File: config.mk
export PLATFORM = sky130hd
export DESIGN_NAME = jesd_link_init_timing
export DESIGN_NICKNAME = d
export VERILOG_FILES = /design/src/hw/jesd_init_pkg.sv /design/src/hw/jesd_link_init_timing.sv /design/src/hw/sample_fifo.sv
export SDC_FILE = /design/constraint.sdc
export NUM_CORES = 1
export LEC_CHECK = 0
export ABC_AREA = 1
export BUFFER_PORTS_ARGS = -buffer_cell sky130_fd_sc_hd__buf_2
export CORE_ASPECT_RATIO = 1.75
export CORE_MARGIN = 4
export CORE_UTILIZATION = 25
export CTS_BUF_LIST = sky130_fd_sc_hd__clkbuf_4
export DETAILED_ROUTE_END_ITERATION = 10
export HOLD_SLACK_MARGIN = 0.1
export PLACE_DENSITY = 0.48
export SYNTH_ARGS = -nofsm -noshare
export SYNTH_HDL_FRONTEND = slang
export SYNTH_SLANG_ARGS = --single-unit
File: constraint.sdc
create_clock -name core_clk_in -period 3.8 [get_ports core_clk_in]
set_input_delay 0.38 -clock core_clk_in [delete_from_list [all_inputs] [get_ports core_clk_in]]
set_output_delay 0.38 -clock core_clk_in [all_outputs]
set_load 0.005 [all_outputs]
File: src/hw/jesd_init_pkg.sv
package jesd_init_pkg;

	// ==========================================================
	// Clock and sizes
	// ==========================================================
	localparam int unsigned CLK_HZ           = 25_000_000;
	localparam int unsigned SAMPLE_W         = 14;
	localparam int unsigned FIFO_DEPTH       = 16;

	// ==========================================================
	// Multiframe length
	// ==========================================================
	localparam logic [5:0]  FRAMES_RESET     = 6'h20;
	localparam logic [5:0]  FRAMES_MIN       = 6'h09;
	localparam logic [5:0]  FRAMES_MAX       = 6'h20;

	// ==========================================================
	// Timing counts in frames and multiframes
	// ==========================================================
	localparam logic [5:0]  TX_LAT_FRAMES    = 6'h08;
	localparam logic [2:0]  SYNC_HOLD_FRAMES = 3'h4;
	localparam logic [2:0]  SYSREF_HOLD_FRAMES = 3'h2;
	localparam logic [2:0]  ILA_MULTIFRAMES  = 3'h4;

	// Sysref-to-boundary delay in eighths of a frame, per divider code 0..3.
	localparam logic [7:0]  LMFC_DLY_EIGHTHS [0:3] = '{8'h1C, 8'h20, 8'h1E, 8'h1D};

	// ==========================================================
	// Control characters
	// ==========================================================
	localparam logic [7:0]  K28_5            = 8'hBC;
	localparam logic [7:0]  K28_0            = 8'h1C;
	localparam logic [7:0]  K28_3            = 8'h7C;

	// ==========================================================
	// Types
	// ==========================================================
	typedef enum logic [1:0] {ST_CGS, ST_ILA, ST_DATA} link_state_t;

	typedef struct packed {
		logic        valid;
		logic [1:0]  ctrl;
		logic [15:0] octets;
	} lane_frame_t;

endpackage : jesd_init_pkg

File: src/hw/jesd_link_init_timing.sv
`timescale 1ns/1ps
// Behaviour
// Sysref source keeps sysref high at least two frame clocks after rising.
// Sysref source keeps sysref low a minimum time before the next rise.
// Multiframe boundary placed a fixed divider-dependent delay after latched sysref.
// That delay in device clock cycles is frame delay times divide ratio.
// First K28.5 frame starts 7 to 9 frames after a boundary.
// First alignment frame starts 7 to 9 frames after a boundary.
// First data frame starts 7 to 9 frames after a boundary.
// Receiver holds sync request low at least four frames to resynchronise.
// Alignment sequence lasts four multiframes, then sample data follows.
// K28.5 sent while sync held; alignment starts at boundary after release.
// Frames per multiframe programmable 9 to 32, 32 after reset.
// Sysref gate disabled after reset; edges ignored until enabled.
// Divide ratio 1, 2, 4 or 8; a change re-initialises the link.
module jesd_link_init_timing
	import jesd_init_pkg::*;
(
	input  wire logic                core_clk_in,
	input  wire logic                rst_in,
	input  wire logic [1:0]          clock_divide_ratio_in,
	input  wire logic                sysref_in,
	input  wire logic                sysref_gate_en_in,
	input  wire logic                link_sync_request_n_in,
	input  wire logic [5:0]          frames_per_mf_in,
	input  wire logic                frames_load_in,
	input  wire logic                sample_valid_in,
	input  wire logic [SAMPLE_W-1:0] sample_data_in,
	output logic                     sample_ready_out,
	output lane_frame_t              lane_frame_out,
	output logic                     lmfc_boundary_out,
	output link_state_t              link_state_out
);
	// ==========================================================
	// Declarations
	// ==========================================================
	logic [1:0]          ratio_r;
	logic [5:0]          frames_r;
	logic                sysref_prev_r;
	logic                sysref_gated;
	logic                sysref_rise;
	logic [7:0]          dly_cnt_r;
	logic                dly_busy_r;
	logic [7:0]          dly_cycles;
	logic [10:0]         dly_scaled;
	logic                align_now;
	logic                aligned_r;
	logic [2:0]          div_cnt_r;
	logic [2:0]          ratio_m1;
	logic                tick;
	logic [5:0]          frame_cnt_r;
	logic [5:0]          cur_frame;
	logic                switch_pt;
	logic                reinit;
	logic [2:0]          sync_low_r;
	logic [2:0]          ila_mf_r;
	logic [2:0]          ila_mf_nxt;
	link_state_t         state_r;
	link_state_t         state_nxt;
	logic                fifo_valid;
	logic [SAMPLE_W-1:0] fifo_data;
	logic                fifo_pop;
	logic [7:0]          sys_age_r;

	// ==========================================================
	// Divider, sysref gate and boundary delay
	// ==========================================================
	// Sysref passes only through the enabled gate; only its rise is used.
	assign sysref_gated = sysref_in && sysref_gate_en_in;
	assign sysref_rise  = sysref_gated && !sysref_prev_r;
	assign reinit       = (clock_divide_ratio_in != ratio_r);
	assign ratio_m1     = 3'((4'h1 << ratio_r) - 4'h1);
	// Fractional frame delay times ratio, rounded up to whole device cycles.
	assign dly_scaled   = ({3'h0, LMFC_DLY_EIGHTHS[ratio_r]} << ratio_r) + 11'h007;
	assign dly_cycles   = dly_scaled[10:3];
	assign align_now    = dly_busy_r && (dly_cnt_r == 8'h01);
	// A frame clock enable each ratio device cycles, restarted by alignment.
	assign tick         = align_now || (div_cnt_r == 3'h0);
	assign cur_frame    = (align_now || (frame_cnt_r >= frames_r - 6'h01)) ? 6'h00 : frame_cnt_r + 6'h01;
	assign switch_pt    = tick && (cur_frame == TX_LAT_FRAMES);

	// Ratio tracking and the programmable multiframe length.
	always_ff @(posedge core_clk_in or posedge rst_in) begin
		if (rst_in) begin
			ratio_r  <= 2'h0;
			frames_r <= FRAMES_RESET;
		end else begin
			ratio_r <= clock_divide_ratio_in;
			if (frames_load_in && frames_per_mf_in >= FRAMES_MIN && frames_per_mf_in <= FRAMES_MAX) begin
				frames_r <= frames_per_mf_in;
			end
		end
	end

	// Latches a gated sysref rise and counts down to the boundary.
	always_ff @(posedge core_clk_in or posedge rst_in) begin
		if (rst_in) begin
			sysref_prev_r <= 1'b0;
			dly_cnt_r     <= 8'h00;
			dly_busy_r    <= 1'b0;
			aligned_r     <= 1'b0;
		end else begin
			sysref_prev_r <= sysref_gated;
			if (sysref_rise) begin
				dly_cnt_r  <= dly_cycles;
				dly_busy_r <= 1'b1;
			end else if (dly_busy_r) begin
				dly_cnt_r  <= dly_cnt_r - 8'h01;
				dly_busy_r <= (dly_cnt_r != 8'h01);
			end
			if (reinit) begin
				aligned_r <= 1'b0;
			end else if (align_now) begin
				aligned_r <= 1'b1;
			end
		end
	end

	// Frame divider and frame position within the multiframe.
	always_ff @(posedge core_clk_in or posedge rst_in) begin
		if (rst_in) begin
			div_cnt_r         <= 3'h0;
			frame_cnt_r       <= 6'h00;
			lmfc_boundary_out <= 1'b0;
		end else begin
			div_cnt_r         <= tick ? ratio_m1 : div_cnt_r - 3'h1;
			lmfc_boundary_out <= tick && (cur_frame == 6'h00);
			if (tick) begin
				frame_cnt_r <= cur_frame;
			end
		end
	end

	// ==========================================================
	// Link sequence
	// ==========================================================
	// Next state; changes take effect only at the fixed frame after a boundary, except a ratio change, which returns to ST_CGS at once.
	always_comb begin
		state_nxt  = state_r;
		ila_mf_nxt = ila_mf_r;
		if (reinit) begin
			state_nxt = ST_CGS;
		end else if (switch_pt) begin
			case (state_r)
				ST_CGS: begin
					if (link_sync_request_n_in && aligned_r) begin
						state_nxt  = ST_ILA;
						ila_mf_nxt = 3'h0;
					end
				end
				ST_ILA: begin
					if (ila_mf_r == ILA_MULTIFRAMES - 3'h1) begin
						state_nxt = ST_DATA;
					end else begin
						ila_mf_nxt = ila_mf_r + 3'h1;
					end
				end
				default: begin
				end
			endcase
			if (state_r != ST_CGS && sync_low_r == SYNC_HOLD_FRAMES && !link_sync_request_n_in) begin
				state_nxt = ST_CGS;
			end
		end
	end

	// Sync hold counter in frames, state and alignment multiframe count.
	always_ff @(posedge core_clk_in or posedge rst_in) begin
		if (rst_in) begin
			sync_low_r     <= 3'h0;
			state_r        <= ST_CGS;
			ila_mf_r       <= 3'h0;
			link_state_out <= ST_CGS;
		end else begin
			if (tick) begin
				if (link_sync_request_n_in) begin
					sync_low_r <= 3'h0;
				end else if (sync_low_r != SYNC_HOLD_FRAMES) begin
					sync_low_r <= sync_low_r + 3'h1;
				end
			end
			state_r        <= state_nxt;
			ila_mf_r       <= ila_mf_nxt;
			link_state_out <= state_nxt;
		end
	end

	// ==========================================================
	// Sample buffer and lane frame output
	// ==========================================================
	assign fifo_pop = tick && (state_nxt == ST_DATA) && fifo_valid;

	sample_fifo #(
		.WIDTH (SAMPLE_W),
		.DEPTH (FIFO_DEPTH)
	) u_fifo (
		.core_clk_in   (core_clk_in),
		.rst_in        (rst_in),
		.in_valid_in   (sample_valid_in),
		.in_data_in    (sample_data_in),
		.in_ready_out  (sample_ready_out),
		.out_valid_out (fifo_valid),
		.out_data_out  (fifo_data),
		.out_ready_in  (fifo_pop)
	);

	// One frame per frame clock: K28.5, alignment frames or sample data.
	always_ff @(posedge core_clk_in or posedge rst_in) begin
		if (rst_in) begin
			lane_frame_out <= '0;
		end else begin
			lane_frame_out.valid <= tick;
			if (tick) begin
				case (state_nxt)
					ST_CGS: begin
						lane_frame_out.ctrl   <= 2'h3;
						lane_frame_out.octets <= {K28_5, K28_5};
					end
					ST_ILA: begin
						if (cur_frame == TX_LAT_FRAMES) begin
							lane_frame_out.ctrl   <= 2'h2;
							lane_frame_out.octets <= {K28_0, 2'h0, cur_frame};
						end else if (cur_frame == TX_LAT_FRAMES - 6'h01) begin
							lane_frame_out.ctrl   <= 2'h1;
							lane_frame_out.octets <= {2'h0, cur_frame, K28_3};
						end else begin
							lane_frame_out.ctrl   <= 2'h0;
							lane_frame_out.octets <= {2'h0, cur_frame, 2'h0, cur_frame};
						end
					end
					default: begin
						lane_frame_out.ctrl   <= 2'h0;
						lane_frame_out.octets <= fifo_valid ? {fifo_data, 2'h0} : 16'h0000;
					end
				endcase
			end
		end
	end

	// ==========================================================
	// Checks
	// ==========================================================
	// Device cycles since the last latched sysref rise.
	always_ff @(posedge core_clk_in or posedge rst_in) begin
		if (rst_in) begin
			sys_age_r <= 8'h00;
		end else begin
			sys_age_r <= sysref_rise ? 8'h01 : ((sys_age_r == 8'hFF) ? sys_age_r : sys_age_r + 8'h01);
		end
	end

	gate_closed_a: assert property (@(posedge core_clk_in) disable iff (rst_in)
		!sysref_gate_en_in && !dly_busy_r |=> !dly_busy_r)
		else $error("Sysref passed a closed gate.");
	lmfc_delay_a: assert property (@(posedge core_clk_in) disable iff (rst_in)
		align_now && !reinit |-> sys_age_r == dly_cycles ##1 lmfc_boundary_out)
		else $error("Boundary not at the sysref delay.");
	delay_scale_a: assert property (@(posedge core_clk_in) disable iff (rst_in)
		sysref_rise && ratio_r == 2'h3 && !reinit |-> dly_cycles == 8'h1D)
		else $error("Delay not scaled by divide ratio.");
	cgs_start_a: assert property (@(posedge core_clk_in) disable iff (rst_in)
		state_r != ST_CGS && state_nxt == ST_CGS && !reinit |-> cur_frame == TX_LAT_FRAMES && tick)
		else $error("K28.5 start off the boundary offset.");
	ila_start_a: assert property (@(posedge core_clk_in) disable iff (rst_in)
		state_r == ST_CGS && state_nxt == ST_ILA |=> lane_frame_out.valid && lane_frame_out.octets[15:8] == K28_0)
		else $error("Alignment start not marked.");
	data_start_a: assert property (@(posedge core_clk_in) disable iff (rst_in)
		state_r == ST_ILA && state_nxt == ST_DATA |-> switch_pt && ila_mf_r == ILA_MULTIFRAMES - 3'h1)
		else $error("Data did not start after four multiframes.");
	sync_hold_a: assert property (@(posedge core_clk_in) disable iff (rst_in)
		state_r == ST_CGS && !link_sync_request_n_in |=> state_r == ST_CGS)
		else $error("Left K28.5 while sync held.");
	frames_range_a: assert property (@(posedge core_clk_in) disable iff (rst_in)
		frames_r >= FRAMES_MIN && frames_r <= FRAMES_MAX)
		else $error("Frames per multiframe out of range.");
	ratio_reinit_a: assert property (@(posedge core_clk_in) disable iff (rst_in)
		reinit |=> state_r == ST_CGS && !aligned_r)
		else $error("Ratio change did not re-initialise.");

endmodule : jesd_link_init_timing

File: src/hw/sample_fifo.sv
`timescale 1ns/1ps
module sample_fifo #(
	parameter int unsigned WIDTH = 14,
	parameter int unsigned DEPTH = 16
) (
	input  wire logic             core_clk_in,
	input  wire logic             rst_in,
	input  wire logic             in_valid_in,
	input  wire logic [WIDTH-1:0] in_data_in,
	output logic                  in_ready_out,
	output logic                  out_valid_out,
	output logic      [WIDTH-1:0] out_data_out,
	input  wire logic             out_ready_in
);
	localparam int unsigned AW = $clog2(DEPTH);

	logic [WIDTH-1:0] mem [0:DEPTH-1];
	logic [AW-1:0]    wr_ptr_r;
	logic [AW-1:0]    rd_ptr_r;
	logic [AW:0]      count_r;
	logic [AW:0]      count_nxt;
	logic             push;
	logic             pop;

	// Handshakes on both sides; ready and valid come from registers.
	assign push         = in_valid_in && in_ready_out;
	assign pop          = out_valid_out && out_ready_in;
	assign out_data_out = mem[rd_ptr_r];
	assign count_nxt    = count_r + (AW+1)'(push) - (AW+1)'(pop);

	// Storage is written without reset.
	always_ff @(posedge core_clk_in) begin
		if (push) begin
			mem[wr_ptr_r] <= in_data_in;
		end
	end

	// Pointers, fill level and the registered full and empty flags.
	always_ff @(posedge core_clk_in or posedge rst_in) begin
		if (rst_in) begin
			wr_ptr_r      <= '0;
			rd_ptr_r      <= '0;
			count_r       <= '0;
			in_ready_out  <= 1'b0;
			out_valid_out <= 1'b0;
		end else begin
			wr_ptr_r      <= wr_ptr_r + AW'(push);
			rd_ptr_r      <= rd_ptr_r + AW'(pop);
			count_r       <= count_nxt;
			in_ready_out  <= (count_nxt != (AW+1)'(DEPTH));
			out_valid_out <= (count_nxt != '0);
		end
	end

endmodule : sample_fifo

# == Word level (Yosys, flattened, before mapping) ==
# Memories as Yosys holds them, arrays and structs flattened.
# Index checks and enable logic that the tools add are counted.
# classes
add_sub_neg,12
n_lt_le_gt_ge,4
n_eq_ne,14
n_shift,2
muxes,28
bitwise_logic,2
reduce_logical,30
# op_table
cell,count
18-bit case mux with 2 select lines,1
8-bit two-way mux,4
18-bit two-way mux,1
17-bit two-way mux,1
8-bit binary-select mux with 2-bit select,1
16-bit two-way mux,1
3-bit two-way mux,5
1-bit logical AND,14
"11-bit by 3-bit adder with 11-bit output, second input constant",1
8-bit by 2-bit << shifter with 11-bit output,1
2-bit two-way mux,5
2-bit nonzero test,5
4-bit by 1-bit adder with 4-bit output,2
"8-bit by 1-bit equality test with 1-bit output, second input constant",1
"8-bit by 1-bit inequality test with 1-bit output, second input constant",1
"8-bit by 1-bit subtractor with 8-bit output, second input constant",1
"3-bit by 1-bit adder with 3-bit output, second input constant",2
"6-bit by 1-bit adder with 6-bit output, second input constant",1
"6-bit by 3-bit equality test with 1-bit output, second input constant",1
"6-bit by 4-bit equality test with 1-bit output, second input constant",1
"6-bit by 4-bit greater-or-equal comparator with 1-bit output, second input constant",1
6-bit greater-or-equal comparator,1
"6-bit less-or-equal comparator, second input constant",1
6-bit logical NOT,1
27 further kinds,38
# word_totals
ff_bits,71
mem_bits_rw,224
input_bits,29
word_cells,113
n_memories,1
# memory_table
name,depth,width,rd,rd_ports_with_merged_regs,wr,line,text
u_fifo.mem,16,14,1,0,1,sample_fifo.sv:17,logic [WIDTH-1:0] mem [0:DEPTH-1];

# == Depth between registers and ports, before layout ==
# Gate-level depths: netlist of run 1.
# logic_depth
word_depth,14
mapped_depth,28

# == By module ==
# Synthesis of run 1 repeated with hierarchy kept, for this count alone.
# unflattened
cells_unflattened,1374
area_unflattened_um2,13420.4
# modules_own_cells
module,instances,cells_each,area_per_inst_um2,seq_area_each_um2
sample_fifo,1,968,10124.7,7101.8
jesd_link_init_timing,1,406,3295.7,1402.6

# == Least setup slack after synthesis of run 1 ==
# OpenSTA, ideal clock, no wires.
# synth_timing
path_type,register to register
from,register frames_r[2]
to,register u_fifo.in_ready_out
setup_time_ns,0.134
arrival_ns,3.805
required_time_ns,3.666
setup_slack_ns,-0.139
path_stages_with_launch,25
path_buffers,1
synth_period_minus_slack_ns,3.939
path_cell_list,dfrtp_1 nor2_1 nand2_1 nor3_1 xor2_1 inv_1 ha_1 nand2_1 inv_2 a21oi_2 nand2_2 nor2_4 nand3_1 nor2_2 nand3_1 inv_2 nor2_4 buf_8 nor3_1 ha_1 inv_1 ha_1 fa_1 nor4_1 nand2_1
# synth_between
elab_chain_cells,14
# synth_rtl
element,line,text
from (decl),jesd_link_init_timing.sv:38,logic [5:0] frames_r;
from (signal assigned),jesd_link_init_timing.sv:90,frames_r <= frames_per_mf_in;
6-bit by 1-bit subtractor with 6-bit output,jesd_link_init_timing.sv:79,assign cur_frame = (align_now || (frame_cnt_r >= frames_r - 6'h01)) ? 6'h00 : frame_cnt_r + 6'h01;
6-bit greater-or-equal comparator,jesd_link_init_timing.sv:79,
1-bit logical OR,jesd_link_init_timing.sv:79,
6-bit two-way mux,jesd_link_init_timing.sv:79,
6-bit by 4-bit equality test with 1-bit output,jesd_link_init_timing.sv:80,assign switch_pt = tick && (cur_frame == TX_LAT_FRAMES);
1-bit logical AND,jesd_link_init_timing.sv:80,
2-bit two-way mux,jesd_link_init_timing.sv:143,end else if (switch_pt) begin
2-bit two-way mux,jesd_link_init_timing.sv:141,if (reinit) begin
net state_nxt[0],jesd_link_init_timing.sv:59,link_state_t state_nxt;
2-bit equality test,jesd_link_init_timing.sv:191,assign fifo_pop = tick && (state_nxt == ST_DATA) && fifo_valid;
1-bit logical AND (2 in a row),jesd_link_init_timing.sv:191,
1-bit logical AND,sample_fifo.sv:27,assign pop = out_valid_out && out_ready_in;
5-bit by 1-bit subtractor with 5-bit output,sample_fifo.sv:29,assign count_nxt = count_r + (AW+1)'(push) - (AW+1)'(pop);
net u_fifo.count_nxt[1],sample_fifo.sv:21,logic [AW:0] count_nxt;
5-bit inequality test,sample_fifo.sv:50,in_ready_out <= (count_nxt != (AW+1)'(DEPTH));
to (signal assigned),sample_fifo.sv:50,
to (decl),sample_fifo.sv:10,"output logic in_ready_out,"
# The timed path passes the listed nets, and every way through them passes these cells.
# A chain may end at the register's enable or synchronous reset.

# == Worst setup path in the final report of run 1 ==
# layout_timing
from,register frames_r[2]
to,register u_fifo.in_ready_out
# layout_between
elab_chain_cells,14
# layout_rtl
element,line
6-bit by 1-bit subtractor with 6-bit output,jesd_link_init_timing.sv:79
6-bit greater-or-equal comparator,jesd_link_init_timing.sv:79
1-bit logical OR,jesd_link_init_timing.sv:79
6-bit two-way mux,jesd_link_init_timing.sv:79
6-bit by 4-bit equality test with 1-bit output,jesd_link_init_timing.sv:80
1-bit logical AND,jesd_link_init_timing.sv:80
2-bit two-way mux,jesd_link_init_timing.sv:143
2-bit two-way mux,jesd_link_init_timing.sv:141
2-bit equality test,jesd_link_init_timing.sv:191
1-bit logical AND (2 in a row),jesd_link_init_timing.sv:191
1-bit logical AND,sample_fifo.sv:27
5-bit by 1-bit subtractor with 5-bit output,sample_fifo.sv:29
net u_fifo.count_nxt[2],sample_fifo.sv:21
5-bit inequality test,sample_fifo.sv:50
# The timed path passes the listed nets, and every way through them passes these cells.

==> results of run 1 <==
cell families (layout without fill, tap and decap cells):
group / Yosys count / after routing / synth area share [%]
XOR/XNOR: 17 / 17 / 1.19
AND/OR/NAND/NOR: 435 / 435 / 15.0
other: 0 / 2 / 0
AO/OA/AOI/OAI: 201 / 201 / 9.49
flip-flops: 295 / 295 / 67.7
buffers and inverters: 127 / 332 / 4.08
adder cells (fa/ha/maj): 25 / 25 / 2.55
registers in the layout, summed over array words and instances, names as in the netlist, 4 cells and up:
signal	count
u_fifo.count_r	5
u_fifo.wr_ptr_r	4
frames_r	6
dly_cnt_r	8
frame_cnt_r	6
u_fifo.mem	224
u_fifo.rd_ptr_r	4
lane_frame_out	19
critical path: stages (launching register included):
cell and delay (ns):
dfrtp_1 0.38, buf_4 0.13, buf_4 0.13, nor2_1 0.10, nand2_1 0.07, xnor2_1 0.15
inv_1 0.07, ha_1 0.29, nand2_2 0.08, inv_2 0.04, a21oi_4 0.14, nand2_2 0.08
nor2_4 0.18, o21ai_2 0.09, nand2_2 0.09, nor2_2 0.05, nand3_1 0.08, inv_2 0.05
nor2_4 0.14, nor3_4 0.06, ha_1 0.29, inv_2 0.04, ha_4 0.15, fa_2 0.38
xor2_2 0.17, nor4_4 0.25, nand2_1 0.08
cells in the final DEF, fill, tap and decap left out, drive strengths merged, types with 2 or more instances in the layout:
cell type and instances:
dfrtp 70, o221ai 18, inv 77, nand2 222, diode 2, nand4 18
nor4 3, clkbuf 100, nor2 113, nor3 8, a31oi 2, o21ai 111
dlygate4sd3 26, xor2 11, clkinvlp 3, xnor2 6, nand3 63, ha 24
clkinv 24, a32o 6, or2 3, buf 101, nand3b 4, a21oi 37
o22ai 16, edfxtp 224, a311oi 7
per-layer routing:
layer | routed length, um | global-route usage [%]
met1 | 13200 | 14.0
met2 | 19800 | 24.9
met3 | 1280 | 2.11
met4 | 1140 | 5.51
met5 | 0 | 0
power breakdown:
part	switching [uW]	total (uW)	leakage [uW]	internal, uW
registers	244	4240	0.00288	4000
logic	1390	2140	0.00240	753
clock network	1290	2580	0.000520	1290
total	2920	8960	0.00580	6040
area by class of cell:
type	instances	area share, %
multi-input combinational	678	24.3
clock buffer	100	4.97
antenna	2	0.0331
sequential	295	56.3
timing repair buffer	127	5.98
tap	660	5.47
clock inverter	27	0.944
inverter	78	1.95
metrics by stage:
step | cell area [sq um] | total power (uW) | hold slack (ns)
final | 15100 | 8960 | 0.197
after floorplan | 12600 | 5540 | 0.411
after global routing | 15100 | 9540 | 0.227
after global placement | 13800 | 6270 | 0.460
after detailed placement | 13800 | 6320 | 0.460
after CTS | 15100 | 9060 | 0.139
cells in the mapped netlist, types with 6 or more instances:
cell type,count
edfxtp_1,224
nand2_1,217
nor2_1,106
o21ai_0,101
inv_1,71
dfrtp_1,70
nand3_1,62
a21oi_1,36
clkbuf_1,36
ha_1,24
nand4_1,18
o221ai_1,18
o22ai_1,16
xor2_1,11
buf_2,8
a311oi_1,7
nor3_1,7
a32o_1,6
o21ai_1,6
xnor2_1,6
worst paths after layout:
path,startpoint,to,slack [ns],cells past startpoint
max,frames_r[2],u_fifo.in_ready_out,-0.09,26
min,sysref_in,dly_cnt_r[2],0.20,5
max reg2reg,frames_r[2],u_fifo.in_ready_out,-0.09,26
min reg2reg,lane_frame_out[13],lane_frame_out[13],0.47,2
max in group asynchronous,rst_in,frames_r[5],2.55,4
min in group asynchronous,rst_in,u_fifo.wr_ptr_r[0],0.30,3
timing repair:
item,4_1_cts,5_1_grt
resized for setup,6,6
hold buffers,26,0
setup buffers,3,3
hold endpoints to repair,278,0
gates cloned,0,0
pin swaps,3,18
endpoints found under the setup margin,2,4
==> qor.csv, run 1 <==
metric;value;unit
row_count;108;
violations;setup timing;
synthTopCellsByArea;edfxtp_1 (54%), dfrtp_1 (14%), nand2_1 (6.5%);
die_h;304;um
hold_viol;0;
drt-total-wl;35.4;mm
die_w;177;um
multi_input_area;0.00367;sq mm
finalNetCount;1305;
clock_latency;0.74;ns
crit_path_max_fanout;4;
drt_iter0_markers;616;
synthFlopType;edfxtp_1;
synth.distinct_cells;45;
p_per_area;593;mW/mm^2
slew_viol_final;0;
fillers;5199;
setup_ws;-0.0926;ns
crit_path_start_kind;register;
finClkSkew;0.0393;ns
fin_util;30.4;%
worstMarginPinSlew;0.798;ns
end_kind;register;
numCtsBuffers;71;
seq_area;0.00851;sq mm
yosysTopAreaCellShare;53.6;%
antenna_found_initial;2;
leakagePower;0.00580;uW
required;4.39;ns
cts_tree;done;
cts.sinks;295;
drive_above_1_share;20.8;%
portBuffers;51;
ys_ff_latch;295;
clk_pin_slew;0.06;ns
synthArstFlopShare;24.1;%
hp-class;input port to register;
io_pins;52;
maxCapViolCount;0;
finalCriticalPeriod;3.89;ns
vias;8858;
avgSynthCellArea;11.4;sq um
synth_edf_count;224;
cts_htree_levels;3;
synthToLayoutAreaGrowth;20.3;%
setup_viol;2;
placed_cells;1806;
pre_cts_slack;-0.150;ns
ys.warnings.count;0;
first_pass_iters;4;
globalplace.congestion;0.816;
dp_hpwl;22.5;mm
worstSetupPathType;register to register;
max_clock_freq;257;MHz
period_share;102;%
die_area;0.0540;sq mm
slew_headroom;46.8;%
ir_drop;0.261;mV
grt_overflow_total;0;
yosysTopAreaCell;edfxtp_1;
clockBufferDepth;3;
ant_nets;0;
grt_start_max_net_pins;107;
stdcell_count;1967;
grt_usage;13.1;%
grt_pass1_vias;9219;
yosysSeqAreaShare;67.7;%
cts_root_buffer;clkbuf_4;
wl_per_cell;18.0;um
fin_setup_tns;-0.177;ns
grt_pass1_wl;53.8;mm
via_per_inst;4.50;
status;finished, violations left;
synth_area;0.0126;sq mm
syn_nets;1154;
core-area;0.0497;sq mm
initial_core_util;25.3;%
drc;0;
cp.arrival;4.49;ns
rsz0062_at_grt;yes;
syn_inst;1100;
Note: power is estimated with default switching activity, not from simulation.
==> run 2: changes to the inputs <==
--- a/config.mk
+++ b/config.mk
@@ -7,13 +7,15 @@
 export LEC_CHECK = 0
 export ABC_AREA = 1
 export BUFFER_PORTS_ARGS = -buffer_cell sky130_fd_sc_hd__buf_2
-export CORE_ASPECT_RATIO = 1.75
+export CELL_PAD_IN_SITES_DETAIL_PLACEMENT = 1
+export CELL_PAD_IN_SITES_GLOBAL_PLACEMENT = 2
+export CORE_ASPECT_RATIO = 0.8
 export CORE_MARGIN = 4
 export CORE_UTILIZATION = 25
 export CTS_BUF_LIST = sky130_fd_sc_hd__clkbuf_4
 export DETAILED_ROUTE_END_ITERATION = 10
 export HOLD_SLACK_MARGIN = 0.1
-export PLACE_DENSITY = 0.48
+export PLACE_DENSITY = 0.62
 export SYNTH_ARGS = -nofsm -noshare
 export SYNTH_HDL_FRONTEND = slang
 export SYNTH_SLANG_ARGS = --single-unit
==> qor.csv, run 2 (synthesized netlist as in run 1, its figures left out) <==
metric;value;unit;change
status;complete, no violations;;
reg2reg_slack;0.04;ns;+0.14 ns
p_switching;3050;uW;+4.6%
max_stage_delay;0.38;ns;about the same
drt_iter0_markers;494;;-20%
final_common_cell;edfxtp_1;;
power_frac_seq;45.2;%;-2.1 points
grt_pass1_vias;9483;;+2.9%
die_area;0.0539;sq mm;-0.22%
slew_headroom;32.8;%;-14 points
regMostFlops;u_fifo.mem;;
cts_root_buffer;clkbuf_4;;
row_count;73;;-32%
crit_path_start_kind;register;;
finalCriticalPeriod;3.76;ns;-0.136 ns
cts_tree;done;;
grt_usage;13.7;%;+0.66 points
clock_latency;0.75;ns;about the same
hold_viol;0;;unchanged
maxCapViolCount;0;;unchanged
required;4.39;ns;about the same
p_per_area;613;mW/mm^2;+3.3%
setup_viol;0;;-2
grt_overflow_total;0;;unchanged
gr-usage-met1;19.5;%;+5.5 points
cp.arrival;4.35;ns;-0.14 ns
swShare;32.4;%;-0.14 points
crit_path_max_fanout;4;;unchanged
wl_per_cell;18.4;um;+2.3%
intPower;6360;uW;+5.3%
via_per_inst;4.47;;-0.80%
drive_above_1_share;21.9;%;+1.2 points
place_area;0.0139;sq mm;+0.30%
top_regs;u_fifo.mem (224), lane_frame_out (19), dly_cnt_r (8);;
globalRouteMet2Util;21.2;%;-3.7 points
worstSetupPathType;register to register;;
hp-class;input port to register;;
ir_drop;0.189;mV;-27%
clockBufferDepth;3;;unchanged
grt_use_met3;2.90;%;+0.79 points
synthToLayoutAreaGrowth;22.4;%;
die_w;259;um;+46%
clk_pin_slew;0.07;ns;about the same
numCtsBuffers;83;;+17%
final_cell_mix;edfxtp_1 (224), nand2_1 (214), clkbuf_4 (120);;
core-area;0.0497;sq mm;about the same
die_h;208;um;-32%
fin_area;0.0154;sq mm;+1.8%
leakagePower;0.00596;uW;+2.7%
grt_most_used_layer;met2;;
crit_top_cell;nand2_1;;
initial_core_util;25.3;%;about the same
slew_viol_final;0;;unchanged
fin_setup_tns;0;ns;+0.177 ns
antenna_found_initial;3;;+1
finalPower;9420;uW;+5.1%
timing.critical_path.buf_inv;2;;-4
vias;8997;;+1.6%
ant_nets;0;;unchanged
drt-total-wl;37.1;mm;+4.7%
crit_chain;nor2_1 -> nand2_1 -> buf_4 -> xor2_1 -> ha_1 -> nand2_1 -> nand2_1 -> a21oi_4 -> nand2_2 -> nor2_4 -> nand3_2 -> nor2_1 -> nand4_1 -> nand3_2 -> nor3_4 -> ha_4 -> inv_2 -> ha_4 -> fa_2 -> xor2_2 -> nor4_4 -> nand2_1;;
finClkSkew;0.0447;ns;+0.00544 ns
critPathTopFamily;simple AND/OR/NAND/NOR gates;;
largest_register_ffs;224;;unchanged
rsz0062_at_grt;yes;;
end_kind;register;;
globalplace.congestion;0.763;;-6.5%
fin_util;30.9;%;+0.56 points
io_pins;52;;unchanged
holdWs;0.163;ns;-0.0334 ns
worstMarginPinSlew;1.01;ns;+0.209 ns
grt_start_max_net_pins;73;;-32%
p_clk_share;31.5;%;+2.7 points
critPathSlowestCell;dfrtp_1;;
cts.sinks;295;;unchanged
cts_htree_levels;3;;unchanged
dp_hpwl;22.9;mm;+1.5%
max_clock_freq;266;MHz;+3.6%
first_pass_iters;5;;+1
grt_pass1_wl;57.2;mm;+6.3%
portBuffers;51;;unchanged
finalNetCount;1325;;+1.5%
drc;0;;unchanged
comb_power_share;23.3;%;-0.6 points
period_share;98.9;%;-3.6 points
run 2: cell count changes in the layout (fill, tap and decap cells not counted), sizes merged:
cell | previous run | this run
clkinvlp | 3 | 2
buf | 101 | 109
bufinv | 1 | 2
clkinv | 24 | 26
clkbuf | 100 | 120
diode | 2 | 4
run 2: what timing repair did:
item | CTS | global route
endpoints found under the setup margin | 2 | 5
pin swaps | 16 | 14
gates resized for setup | 9 | 4
cloned | 0 | 0
hold buffers | 26 | 0
setup buffers | 6 | 3
endpoints found under the hold margin | 286 | 0
run 2: metrics by stage:
stage | std cells | setup WS [ns]
6_report | 2014 | 0.0431
5_1_grt | 2013 | -0.236
4_1_cts | 2007 | -0.0451
3_5_place_dp | 1826 | -0.169
3_3_place_gp | 1826 | -0.111
2_1_floorplan | 1100 | 0.00636
run 2: path summary, 6_finish.rpt:
path,from,to,cells past startpoint
worst max-delay path,frames_r[2],u_fifo.in_ready_out,22
worst min-delay path,frames_load_in,frames_r[5],3
worst max register to register,frames_r[2],u_fifo.in_ready_out,22
worst min register to register,ila_mf_r[2],ila_mf_r[2],2
max in group asynchronous,rst_in,lane_frame_out[18],4
min in group asynchronous,rst_in,frame_cnt_r[5],3
run 2: final cells by class:
| cell class | count | area, sq um |
|---|---|---|
| antenna | 4 | 10.0 |
| inverter | 78 | 294 |
| clock inverter | 29 | 176 |
| timing repair buffer | 135 | 963 |
| multi-input combinational | 678 | 3670 |
| fill | 5634 | 34300 |
| sequential | 295 | 8510 |
| tap | 675 | 845 |
| clock buffer | 120 | 901 |
run 2: tightest hold or removal path, cell delays in order:
cell     delay, ns
buf_2         0.10
nand3_1       0.31
o21ai_0       0.12
run 2: power groups by stage:
stage | logic, uW | clock network, uW | registers, uW
6_report | 2190 | 2960 | 4260
5_1_grt | 2490 | 3270 | 4320
4_1_cts | 2200 | 3090 | 4260
3_5_place_dp | 2060 | 0 | 4320
3_3_place_gp | 2010 | 0 | 4320
2_1_floorplan | 1290 | 0 | 4250
run 2: layer usage:
| layer | share of wire, % | vias up |
|---|---|---|
| met1 | 49 | 4514 |
| met2 | 45 | 150 |
| li1 | - | 4272 |
| met4 | 1.8 | 0 |
| met5 | 0 | - |
| met3 | 3.9 | 61 |
